`src/hdl/sbm_pkg.sv`:
```
// Shared constants and types of the sync bus mailbox block.
package sbm_pkg;
	localparam int CLK_PERIOD_NS = 5;
	localparam int SAMPLE_PERIOD_NS = 2000000;
	localparam int SAMPLE_CYC = (SAMPLE_PERIOD_NS + CLK_PERIOD_NS - 1) / CLK_PERIOD_NS;
	localparam int BIT_NS_1M = 1000;
	localparam int BIT_NS_500K = 2000;
	localparam int BIT_NS_250K = 4000;
	localparam int BIT_CYC_1M = BIT_NS_1M / CLK_PERIOD_NS;
	localparam int BIT_CYC_500K = BIT_NS_500K / CLK_PERIOD_NS;
	localparam int BIT_CYC_250K = BIT_NS_250K / CLK_PERIOD_NS;
	localparam int BIT_CNT_W = 10;

	localparam int MAX_NODES = 16;
	localparam int NUM_MBX = 8;
	localparam int ID_W = 11;
	localparam int DATA_W = 32;
	localparam logic [ID_W-1:0] ID_MIN = 11'h001;
	localparam logic [ID_W-1:0] ID_MAX = 11'h7ff;
	localparam logic [ID_W-1:0] SYNC_ID = 11'h000;

	localparam logic [1:0] RATE_1M = 2'h0;
	localparam logic [1:0] RATE_500K = 2'h1;
	localparam logic [1:0] RATE_250K = 2'h2;
	localparam logic [1:0] RATE_BAD = 2'h3;

	localparam logic [7:0] OFS_CTRL = 8'h00;
	localparam logic [7:0] OFS_STATUS = 8'h04;
	localparam logic [7:0] OFS_SYNC_CFG = 8'h08;
	localparam logic [7:0] OFS_MTX_WORD = 8'h0c;
	localparam logic [7:0] OFS_SRX_WORD = 8'h10;
	localparam logic [7:0] OFS_TX_ID = 8'h14;
	localparam logic [7:0] OFS_TX_DATA = 8'h18;
	localparam logic [7:0] OFS_MBX_PROG = 8'h1c;
	localparam logic [7:0] OFS_MBX_FLAG = 8'h20;
	localparam logic [7:0] OFS_IRQ_STAT = 8'h24;
	localparam logic [7:0] OFS_IRQ_MASK = 8'h28;
	localparam logic [2:0] OFS_MBX_DATA_HI = 3'h2;

	localparam int CTRL_ROLE_BIT = 0;
	localparam int CTRL_SYNC_EN_BIT = 1;
	localparam int CTRL_RATE_LSB = 2;
	localparam int STAT_IDLE_BIT = 0;
	localparam int STAT_BUSY_BIT = 1;
	localparam int STAT_NOVM_BIT = 2;
	localparam int MBXP_BOX_LSB = 12;

	localparam int NUM_EV = 5;
	localparam int EV_SYNC_RX = 0;
	localparam int EV_SYNC_TX = 1;
	localparam int EV_MBX_RX = 2;
	localparam int EV_TX_DONE = 3;
	localparam int EV_TX_REJ = 4;

	localparam logic [DATA_W-1:0] WORD_RST = 32'h0000_0000;
	localparam logic [NUM_EV-1:0] EV_RST = 5'h00;

	typedef enum logic [1:0] {TX_IDLE, TX_SYNC, TX_USER} sbm_tx_t;
endpackage

```
`src/hdl/sbm_rx_if.sv`:
```
// Received frame as seen by the mailboxes.
`timescale 1ns/1ps
interface sbm_rx_if import sbm_pkg::*; ();
	logic valid;
	logic [ID_W-1:0] id;
	logic [DATA_W-1:0] data;
	modport src (output valid, output id, output data);
	modport mbx (input valid, input id, input data);
endinterface

```
`src/hdl/sbm_mailbox.sv`:
```
// One receive mailbox: identifier filter, payload store and update flag.
`timescale 1ns/1ps
module sbm_mailbox import sbm_pkg::*; (
	input wire logic hclk,
	input wire logic hresetn,
	sbm_rx_if.mbx rx,
	input wire logic prog_we,
	input wire logic [ID_W-1:0] prog_id,
	input wire logic flag_clr,
	output logic [DATA_W-1:0] data,
	output logic flag,
	output logic hit
);
	logic [ID_W-1:0] id_r;
	logic en_r;
	logic [DATA_W-1:0] data_r;
	logic flag_r;

	assign hit = en_r && rx.valid && (rx.id == id_r);
	assign data = data_r;
	assign flag = flag_r;

	// Identifier zero cannot be programmed, so it leaves the mailbox disabled.
	always_ff @(posedge hclk or negedge hresetn) begin
		if (!hresetn) begin
			id_r <= SYNC_ID;
			en_r <= 1'b0;
		end else if (prog_we) begin
			id_r <= prog_id;
			en_r <= (prog_id >= ID_MIN) && (prog_id <= ID_MAX);
		end
	end

	always_ff @(posedge hclk or negedge hresetn) begin
		if (!hresetn) begin
			data_r <= WORD_RST;
		end else if (hit) begin
			data_r <= rx.data;
		end
	end

	// A frame landing in the clearing cycle keeps the flag set.
	always_ff @(posedge hclk or negedge hresetn) begin
		if (!hresetn) begin
			flag_r <= 1'b0;
		end else if (hit) begin
			flag_r <= 1'b1;
		end else if (flag_clr) begin
			flag_r <= 1'b0;
		end
	end
endmodule

```
`src/hdl/sbm_top.sv`:
```
// Sync bus mailbox: AHB-Lite registers, sync broadcast, frame send and receive mailboxes.
// Behaviour
// - Up to sixteen cards share the sync bus and exactly one of them is the master.
// - With sync active the master sends each sampling period a sync frame with one position word.
// - The role command makes the card master with value 1 and slave with value 0.
// - The broadcast word is readable as master_tx_word and the received one as slave_rx_word.
// - A write to sync_config_word takes effect only while the trajectory planner is idle.
// - Frame send transmits the given data with the given identifier, valid only from 1 to 2047.
// - Mailbox programming sets mailbox 0 to 7 to accept one identifier from 1 to 2047.
// - The payload of an accepted frame is stored in the data entry of its mailbox.
// - Each mailbox that receives new data sets its own bit of the update flag word.
// - Rate code 0, 1 and 2 give 1 Mbps, 500 Kbps and 250 Kbps, and code 2 has no master broadcast.
`timescale 1ns/1ps
module sbm_top import sbm_pkg::*; #(
	parameter int SAMPLE_CYCLES = SAMPLE_CYC
) (
	input wire logic hclk,
	input wire logic hresetn,
	input wire logic hsel,
	input wire logic [31:0] haddr,
	input wire logic [1:0] htrans,
	input wire logic hwrite,
	input wire logic [2:0] hsize,
	input wire logic [31:0] hwdata,
	input wire logic hready,
	output logic hreadyout,
	output logic [31:0] hrdata,
	output logic hresp,
	input wire logic planner_idle,
	output logic tx_valid,
	output logic [ID_W-1:0] tx_id,
	output logic [DATA_W-1:0] tx_data,
	input wire logic tx_ready,
	input wire logic rx_valid,
	input wire logic [ID_W-1:0] rx_id,
	input wire logic [DATA_W-1:0] rx_data,
	output logic is_master,
	output logic [1:0] rate_code,
	output logic bit_tick,
	output logic irq
);
	logic dph_r, wr_r, hreadyout_r;
	logic [7:0] addr_r;
	logic [31:0] hrdata_r;
	logic take, wr_en, rd_en;
	logic role_r, sync_en_r;
	logic [1:0] rate_r;
	logic [DATA_W-1:0] sync_cfg_r, mtx_word_r, srx_word_r, usr_data_r;
	logic [ID_W-1:0] tx_id_r, usr_id_r;
	logic [NUM_EV-1:0] ev_r, mask_r, ev_set;
	logic irq_r;
	logic [31:0] rdata;
	logic [31:0] samp_cnt_r;
	logic sync_due, usr_req, usr_rej, sync_pend_r, usr_pend_r;
	sbm_tx_t tx_st_r;
	logic tx_valid_r;
	logic [ID_W-1:0] tx_id_o_r;
	logic [DATA_W-1:0] tx_data_o_r;
	logic [BIT_CNT_W-1:0] bit_cnt_r, bit_lim;
	logic bit_tick_r;
	logic sync_hit, tx_hs;
	logic [NUM_MBX-1:0] mbx_we, mbx_clr, mbx_flag, mbx_hit;
	logic [DATA_W-1:0] mbx_data [NUM_MBX];
	logic [2:0] prog_box;

	sbm_rx_if rxb ();

	assign rxb.valid = rx_valid;
	assign rxb.id = rx_id;
	assign rxb.data = rx_data;

	// Bus slave: every transfer gets one wait state so writes land before the next read.
	assign take = hsel && htrans[1] && hready && !dph_r;
	assign wr_en = dph_r && wr_r;
	assign rd_en = dph_r && !wr_r;

	always_ff @(posedge hclk or negedge hresetn) begin
		if (!hresetn) begin
			dph_r <= 1'b0;
			wr_r <= 1'b0;
			addr_r <= 8'h00;
			hreadyout_r <= 1'b1;
		end else if (take) begin
			dph_r <= 1'b1;
			wr_r <= hwrite;
			addr_r <= haddr[7:0];
			hreadyout_r <= 1'b0;
		end else if (dph_r) begin
			dph_r <= 1'b0;
			hreadyout_r <= 1'b1;
		end
	end

	always_ff @(posedge hclk or negedge hresetn) begin
		if (!hresetn) begin
			hrdata_r <= 32'h0000_0000;
		end else if (rd_en) begin
			hrdata_r <= rdata;
		end
	end

	assign hreadyout = hreadyout_r;
	assign hrdata = hrdata_r;
	// Only whole-word transfers occur and every answer is OKAY.
	assign hresp = 1'b0;

	always_comb begin
		rdata = 32'h0000_0000;
		case (addr_r)
			OFS_CTRL: begin
				rdata[CTRL_ROLE_BIT] = role_r;
				rdata[CTRL_SYNC_EN_BIT] = sync_en_r;
				rdata[CTRL_RATE_LSB +: 2] = rate_r;
			end
			OFS_STATUS: begin
				rdata[STAT_IDLE_BIT] = planner_idle;
				rdata[STAT_BUSY_BIT] = usr_pend_r;
				rdata[STAT_NOVM_BIT] = (rate_r == RATE_250K);
			end
			OFS_SYNC_CFG: rdata = sync_cfg_r;
			OFS_MTX_WORD: rdata = mtx_word_r;
			OFS_SRX_WORD: rdata = srx_word_r;
			OFS_TX_ID: rdata[ID_W-1:0] = tx_id_r;
			OFS_MBX_FLAG: rdata[NUM_MBX-1:0] = mbx_flag;
			OFS_IRQ_STAT: rdata[NUM_EV-1:0] = ev_r;
			OFS_IRQ_MASK: rdata[NUM_EV-1:0] = mask_r;
			default: begin
				if (addr_r[7:5] == OFS_MBX_DATA_HI) begin
					rdata = mbx_data[addr_r[4:2]];
				end
			end
		endcase
	end

	// Control word; the unused rate code is refused and the old rate kept.
	always_ff @(posedge hclk or negedge hresetn) begin
		if (!hresetn) begin
			role_r <= 1'b0;
			sync_en_r <= 1'b0;
			rate_r <= RATE_1M;
		end else if (wr_en && addr_r == OFS_CTRL) begin
			role_r <= hwdata[CTRL_ROLE_BIT];
			sync_en_r <= hwdata[CTRL_SYNC_EN_BIT];
			if (hwdata[CTRL_RATE_LSB +: 2] != RATE_BAD) begin
				rate_r <= hwdata[CTRL_RATE_LSB +: 2];
			end
		end
	end

	always_ff @(posedge hclk or negedge hresetn) begin
		if (!hresetn) begin
			sync_cfg_r <= WORD_RST;
		end else if (wr_en && addr_r == OFS_SYNC_CFG && planner_idle) begin
			sync_cfg_r <= hwdata;
		end
	end

	always_ff @(posedge hclk or negedge hresetn) begin
		if (!hresetn) begin
			mtx_word_r <= WORD_RST;
			tx_id_r <= SYNC_ID;
		end else if (wr_en) begin
			if (addr_r == OFS_MTX_WORD) begin
				mtx_word_r <= hwdata;
			end
			if (addr_r == OFS_TX_ID) begin
				tx_id_r <= hwdata[ID_W-1:0];
			end
		end
	end

	// Only a slave takes the broadcast; the master ignores echoes of identifier zero.
	assign sync_hit = rx_valid && (rx_id == SYNC_ID) && !role_r;

	always_ff @(posedge hclk or negedge hresetn) begin
		if (!hresetn) begin
			srx_word_r <= WORD_RST;
		end else if (sync_hit) begin
			srx_word_r <= rx_data;
		end
	end

	assign usr_req = wr_en && addr_r == OFS_TX_DATA && !usr_pend_r
		&& tx_id_r >= ID_MIN && tx_id_r <= ID_MAX;
	assign usr_rej = wr_en && addr_r == OFS_TX_DATA && !usr_req;

	// Sampling period timer; a master at the slowest rate broadcasts nothing.
	always_ff @(posedge hclk or negedge hresetn) begin
		if (!hresetn) begin
			samp_cnt_r <= 32'h0000_0000;
		end else if (!(role_r && sync_en_r) || samp_cnt_r == 32'(SAMPLE_CYCLES - 1)) begin
			samp_cnt_r <= 32'h0000_0000;
		end else begin
			samp_cnt_r <= samp_cnt_r + 32'h0000_0001;
		end
	end

	assign sync_due = role_r && sync_en_r && rate_r != RATE_250K
		&& samp_cnt_r == 32'(SAMPLE_CYCLES - 1);

	assign tx_hs = tx_valid_r && tx_ready;

	// Transmit engine: a due sync frame goes before a waiting user frame.
	always_ff @(posedge hclk or negedge hresetn) begin
		if (!hresetn) begin
			tx_st_r <= TX_IDLE;
			tx_valid_r <= 1'b0;
			tx_id_o_r <= SYNC_ID;
			tx_data_o_r <= WORD_RST;
			sync_pend_r <= 1'b0;
			usr_pend_r <= 1'b0;
			usr_id_r <= SYNC_ID;
			usr_data_r <= WORD_RST;
		end else begin
			if (sync_due) begin
				sync_pend_r <= 1'b1;
			end
			if (usr_req) begin
				usr_pend_r <= 1'b1;
				usr_id_r <= tx_id_r;
				usr_data_r <= hwdata;
			end
			case (tx_st_r)
				TX_IDLE: begin
					if (sync_pend_r) begin
						tx_st_r <= TX_SYNC;
						tx_valid_r <= 1'b1;
						tx_id_o_r <= SYNC_ID;
						tx_data_o_r <= mtx_word_r;
					end else if (usr_pend_r) begin
						tx_st_r <= TX_USER;
						tx_valid_r <= 1'b1;
						tx_id_o_r <= usr_id_r;
						tx_data_o_r <= usr_data_r;
					end
				end
				TX_SYNC: begin
					if (tx_hs) begin
						tx_st_r <= TX_IDLE;
						tx_valid_r <= 1'b0;
						sync_pend_r <= sync_due;
					end
				end
				TX_USER: begin
					if (tx_hs) begin
						tx_st_r <= TX_IDLE;
						tx_valid_r <= 1'b0;
						usr_pend_r <= 1'b0;
					end
				end
				default: begin
					tx_st_r <= TX_IDLE;
					tx_valid_r <= 1'b0;
				end
			endcase
		end
	end

	assign tx_valid = tx_valid_r;
	assign tx_id = tx_id_o_r;
	assign tx_data = tx_data_o_r;
	assign is_master = role_r;
	assign rate_code = rate_r;

	// Bit-time strobe for the line driver at the selected rate.
	always_comb begin
		case (rate_r)
			RATE_500K: bit_lim = BIT_CNT_W'(BIT_CYC_500K - 1);
			RATE_250K: bit_lim = BIT_CNT_W'(BIT_CYC_250K - 1);
			default: bit_lim = BIT_CNT_W'(BIT_CYC_1M - 1);
		endcase
	end

	always_ff @(posedge hclk or negedge hresetn) begin
		if (!hresetn) begin
			bit_cnt_r <= '0;
			bit_tick_r <= 1'b0;
		end else if (bit_cnt_r >= bit_lim) begin
			bit_cnt_r <= '0;
			bit_tick_r <= 1'b1;
		end else begin
			bit_cnt_r <= bit_cnt_r + BIT_CNT_W'(1);
			bit_tick_r <= 1'b0;
		end
	end

	assign bit_tick = bit_tick_r;

	// Mailboxes.
	assign prog_box = hwdata[MBXP_BOX_LSB +: 3];

	always_comb begin
		mbx_we = '0;
		mbx_clr = '0;
		if (wr_en && addr_r == OFS_MBX_PROG) begin
			mbx_we[prog_box] = 1'b1;
		end
		if (wr_en && addr_r == OFS_MBX_FLAG) begin
			mbx_clr = hwdata[NUM_MBX-1:0];
		end
	end

	for (genvar g = 0; g < NUM_MBX; g++) begin : g_mbx
		sbm_mailbox u_mbx (
			.hclk(hclk),
			.hresetn(hresetn),
			.rx(rxb.mbx),
			.prog_we(mbx_we[g]),
			.prog_id(hwdata[ID_W-1:0]),
			.flag_clr(mbx_clr[g]),
			.data(mbx_data[g]),
			.flag(mbx_flag[g]),
			.hit(mbx_hit[g])
		);
	end

	// Interrupt status: sticky, cleared by reading it, and a new event wins over the clear.
	always_comb begin
		ev_set = '0;
		ev_set[EV_SYNC_RX] = sync_hit;
		ev_set[EV_SYNC_TX] = tx_hs && tx_st_r == TX_SYNC;
		ev_set[EV_MBX_RX] = |mbx_hit;
		ev_set[EV_TX_DONE] = tx_hs && tx_st_r == TX_USER;
		ev_set[EV_TX_REJ] = usr_rej;
	end

	always_ff @(posedge hclk or negedge hresetn) begin
		if (!hresetn) begin
			ev_r <= EV_RST;
		end else if (rd_en && addr_r == OFS_IRQ_STAT) begin
			ev_r <= ev_set;
		end else begin
			ev_r <= ev_r | ev_set;
		end
	end

	always_ff @(posedge hclk or negedge hresetn) begin
		if (!hresetn) begin
			mask_r <= EV_RST;
		end else if (wr_en && addr_r == OFS_IRQ_MASK) begin
			mask_r <= hwdata[NUM_EV-1:0];
		end
	end

	always_ff @(posedge hclk or negedge hresetn) begin
		if (!hresetn) begin
			irq_r <= 1'b0;
		end else begin
			irq_r <= |(ev_r & mask_r);
		end
	end

	assign irq = irq_r;
endmodule

```
`config.mk`:
```
export PLATFORM = sky130hd
export DESIGN_NAME = sbm_top
export DESIGN_NICKNAME = d
export VERILOG_FILES = /design/src/hdl/sbm_pkg.sv /design/src/hdl/sbm_rx_if.sv /design/src/hdl/sbm_mailbox.sv /design/src/hdl/sbm_top.sv
export SDC_FILE = /design/constraint.sdc
export NUM_CORES = 1
export LEC_CHECK = 0
export ABC_AREA = 1
export BUFFER_PORTS_ARGS = -buffer_cell sky130_fd_sc_hd__buf_4
export CAP_MARGIN = 30
export CORE_MARGIN = 5
export CORE_UTILIZATION = 55
export CTS_BUF_LIST = sky130_fd_sc_hd__clkbuf_8
export DETAILED_ROUTE_END_ITERATION = 7
export GPL_TIMING_DRIVEN = 0
export PLACE_DENSITY = 0.74
export SETUP_SLACK_MARGIN = 0.02
export SLEW_MARGIN = 30
export SYNTH_ARGS = -nofsm -noshare
export SYNTH_HDL_FRONTEND = slang
export SYNTH_SLANG_ARGS = --single-unit
```
`constraint.sdc`:
```
create_clock -name hclk -period 5.1 [get_ports hclk]
set_input_delay 1.02 -clock hclk [delete_from_list [all_inputs] [get_ports hclk]]
set_output_delay 1.02 -clock hclk [all_outputs]
set_load 0.03 [all_outputs]
```
==> results.sh <==
export IMPL_r2r_end="hrdata[11]"
export IMPL_grt_pass1_vias=25400
export IMPL_rr_worst_depth=9
export IMPL_yosys_area_top_type="dfrtp_1"
export IMPL_dieArea_um2=59300
export IMPL_die_h_um=244
export IMPL_critical_path_endpoint_type="flip-flop"
export IMPL_critPathLaunchType="flip-flop"
export IMPL_synth_edf_count=0
export IMPL_finalSetupViolCount=0
export IMPL_p_per_area_nw_per_um2=372
export IMPL_rr_startpoint="addr_r[4]"
export IMPL_finalWirelength_mm=94.2
export IMPL_yosysTopAreaCellShare_pct=54.9
export IMPL_clk_pin_slew_worst_paths_ps=70
export IMPL_clock_skew_ps=29.0
export IMPL_cellLeakagePower_nw=17.1
export IMPL_rsz0062_at_grt="no"
export IMPL_drc=0
export IMPL_syn_area_um2=30000
export IMPL_core_area_um2=53900
export IMPL_h_tree_depth=3
export IMPL_regToRegSetupSlack_ps=2430
export IMPL_synth_cell_types=49
export IMPL_async_flop_share_pct=100
export IMPL_grt_max_degree=91
export IMPL_startpoint="addr_r[4]"
export IMPL_worst_pin_slew_ps=890
export IMPL_crit_slowest_cell="buf_1"
export IMPL_fin_nets=4128
export IMPL_rows=85
export IMPL_cts_buffers=106
export IMPL_crit_fanout=10
export IMPL_grt_pass1_wl_mm=146
export IMPL_slowest_delay_ps=720
export IMPL_fmax_mhz=375
export IMPL_die_w_um=244
export IMPL_wire_per_inst_um=19.7
export IMPL_vias=26700
export IMPL_irDropWorstVdd_mv=0.224
export IMPL_ys_flop_type="dfrtp_1"
export IMPL_syn_area_per_cell_um2=8.06
export IMPL_hold_violations=0
export IMPL_syn2layout_area_growth_pct=15.4
export IMPL_dpl_hpwl_mm=67.4
export IMPL_ys_warn_count=0
export IMPL_cts_sinks=659
export IMPL_crit_chain="buf_2 -> inv_1 -> buf_2 -> buf_1 -> nand3_1 -> nand3_1 -> nand2_1 -> nand2_1 -> nand2_1"
export IMPL_drtIter0Drc=3331
export IMPL_antenna_found_initial=3
export IMPL_hold_path_class="in2async"
export IMPL_syn_inst=3721
export IMPL_total_power_w=0.0129
export IMPL_cts_setup_buffers=0
export IMPL_post_synth_top_count_cell="nand2_1"
export IMPL_status="complete, no violations"
export IMPL_start_util_pct=55.6
export IMPL_yosysSeqAreaShare_pct=55.0
export IMPL_fin_crit_sh_pct=52.4
export IMPL_clkLatencyLatePin_ps=720
export IMPL_io_buffers=159
export IMPL_final_fill_count=4668
export IMPL_cts_root_buf="clkbuf_8"
export IMPL_cp_arrival_ps=3260
export IMPL_max_cap_viol_count=0
export IMPL_cts_tree="built"
export IMPL_critical_path_class="reg2reg"
export IMPL_finalHoldWorstSlack_ps=127
export IMPL_drive_gt1_share_pct=11.3
export IMPL_slew_violations=0
export IMPL_syn_nets=3853
export IMPL_ctsResizeCount=0
export IMPL_cts_hold_buf=0
export IMPL_crit_top_cell="nand2_1"
export IMPL_dr_pass1_iters=8
export IMPL_fin_crit_ps=2670
export IMPL_vias_per_cell=5.59
export IMPL_io_pins=203
export IMPL_synth_common_cells="nand2_1 (1313), dfrtp_1 (658), o21ai_0 (495)"
export IMPL_gr_total_overflow=0
export IMPL_routabilityCongestion=0.922
export IMPL_antenna_left=0
export IMPL_ys_seq_elements=659
export IMPL_synth_area_top_cells="dfrtp_1 (55%), nand2_1 (16%), o21ai_0 (8.3%), inv_1 (3.7%), nor2_1 (3.1%)"
export IMPL_cp_data_required_time_ps=5690
export IMPL_grt_total_usage_pct=31.4
export IMPL_clockBufferDepth=3
export IMPL_slew_headroom_pct=40.7
[layer usage]
layer | wire length (um) | GRT usage [%] | vias up
li1 | - | - | 12500
met1 | 39300 | 44.1 | 12700
met2 | 41600 | 47.4 | 1336
met3 | 9810 | 7.98 | 226
met4 | 3580 | 12.2 | 4
met5 | 27 | 0 | -
[how the worst max path moves through the flow]
stage / end / slack (ps) / cells after the start
after floorplan: g_mbx[0].u_mbx.data[10] / 2790 / 9
after global placement: tx_data[26] / -4270 / 1
after detailed placement: g_mbx[2].u_mbx.data[20] / 2050 / 12
after CTS: hrdata[11] / 2590 / 9
after global routing: hrdata[11] / 2340 / 9
final: hrdata[11] / 2430 / 9
[final cells by class]
cell class,instances,area [um2],area share (%)
inverters,315,1180,3.42
flip-flops and latches,659,16500,47.7
plain buffers,191,881,2.55
well taps,696,871,2.52
clock inverters,58,442,1.28
clock buffers,136,1870,5.41
diodes,1,2.50,0.00723
multi-input cells,2556,11400,33.1
repair buffers,167,1420,4.11
[critical path: cells and delay by family, from the launching register on]
kind	cells	cell delay [ps]
DFF	1	350
buffers and inverters	4	1310
and+or+nand+nor	5	880
[state kept, by name, indices dropped and copies added, names as in the netlist, 10 cells and up]
name,count
g_mbx.u_mbx.id_r,88
tx_id_r,11
tx_id,11
srx_word_r,32
usr_data_r,32
hrdata,32
bit_cnt_r,10
samp_cnt_r,32
g_mbx.u_mbx.data,256
sync_cfg_r,32
tx_data,32
mtx_word_r,32
usr_id_r,11
[layout by cell type, fill, tap and decap left out, types with 49 or more instances in the layout]
cell	count
dfrtp_1	658
inv_1	332
nand4_1	58
clkbuf_8	136
a21oi_1	79
nor2_1	248
nand2_1	1313
nand3_1	120
buf_4	165
o21ai_0	495
clkbuf_1	99
buf_2	71
o21ai_1	49
[where the power goes]
group          leakage (nW)  internal, W  switching (W)
clock                  1.32      0.00275        0.00216
sequential             8.29      0.00550       0.000196
combinational          7.52     0.000629        0.00163
total                  17.1      0.00887        0.00399
[stage by stage]
| step | TNS, ps | setup WS (ps) | cells | utilization, % | cell area, um2 |
|---|---|---|---|---|---|
| finish | 0 | 2430 | 4779 | 64.2 | 34600 |
| global route | 0 | 2340 | 4779 | 64.2 | 34600 |
| CTS | 0 | 2590 | 4778 | 64.2 | 34600 |
| detailed placement | 0 | 2050 | 4584 | 59.9 | 32300 |
| global placement | -2751460 | -4270 | 4576 | 59.5 | 32100 |
| floorplan | 0 | 2790 | 3721 | - | 30000 |
[cell families after synthesis]
logic type      Yosys count  share of synthesized area, %
compound gates          696                          12.1
xor+xnor                 38                          1.11
fa+ha+maj                12                         0.501
buf+inv                 506                          6.89
flops                   659                          55.0
other cells               1                        0.0125
simple gates           1809                          24.4
Power figures use the tool's default switching activity.
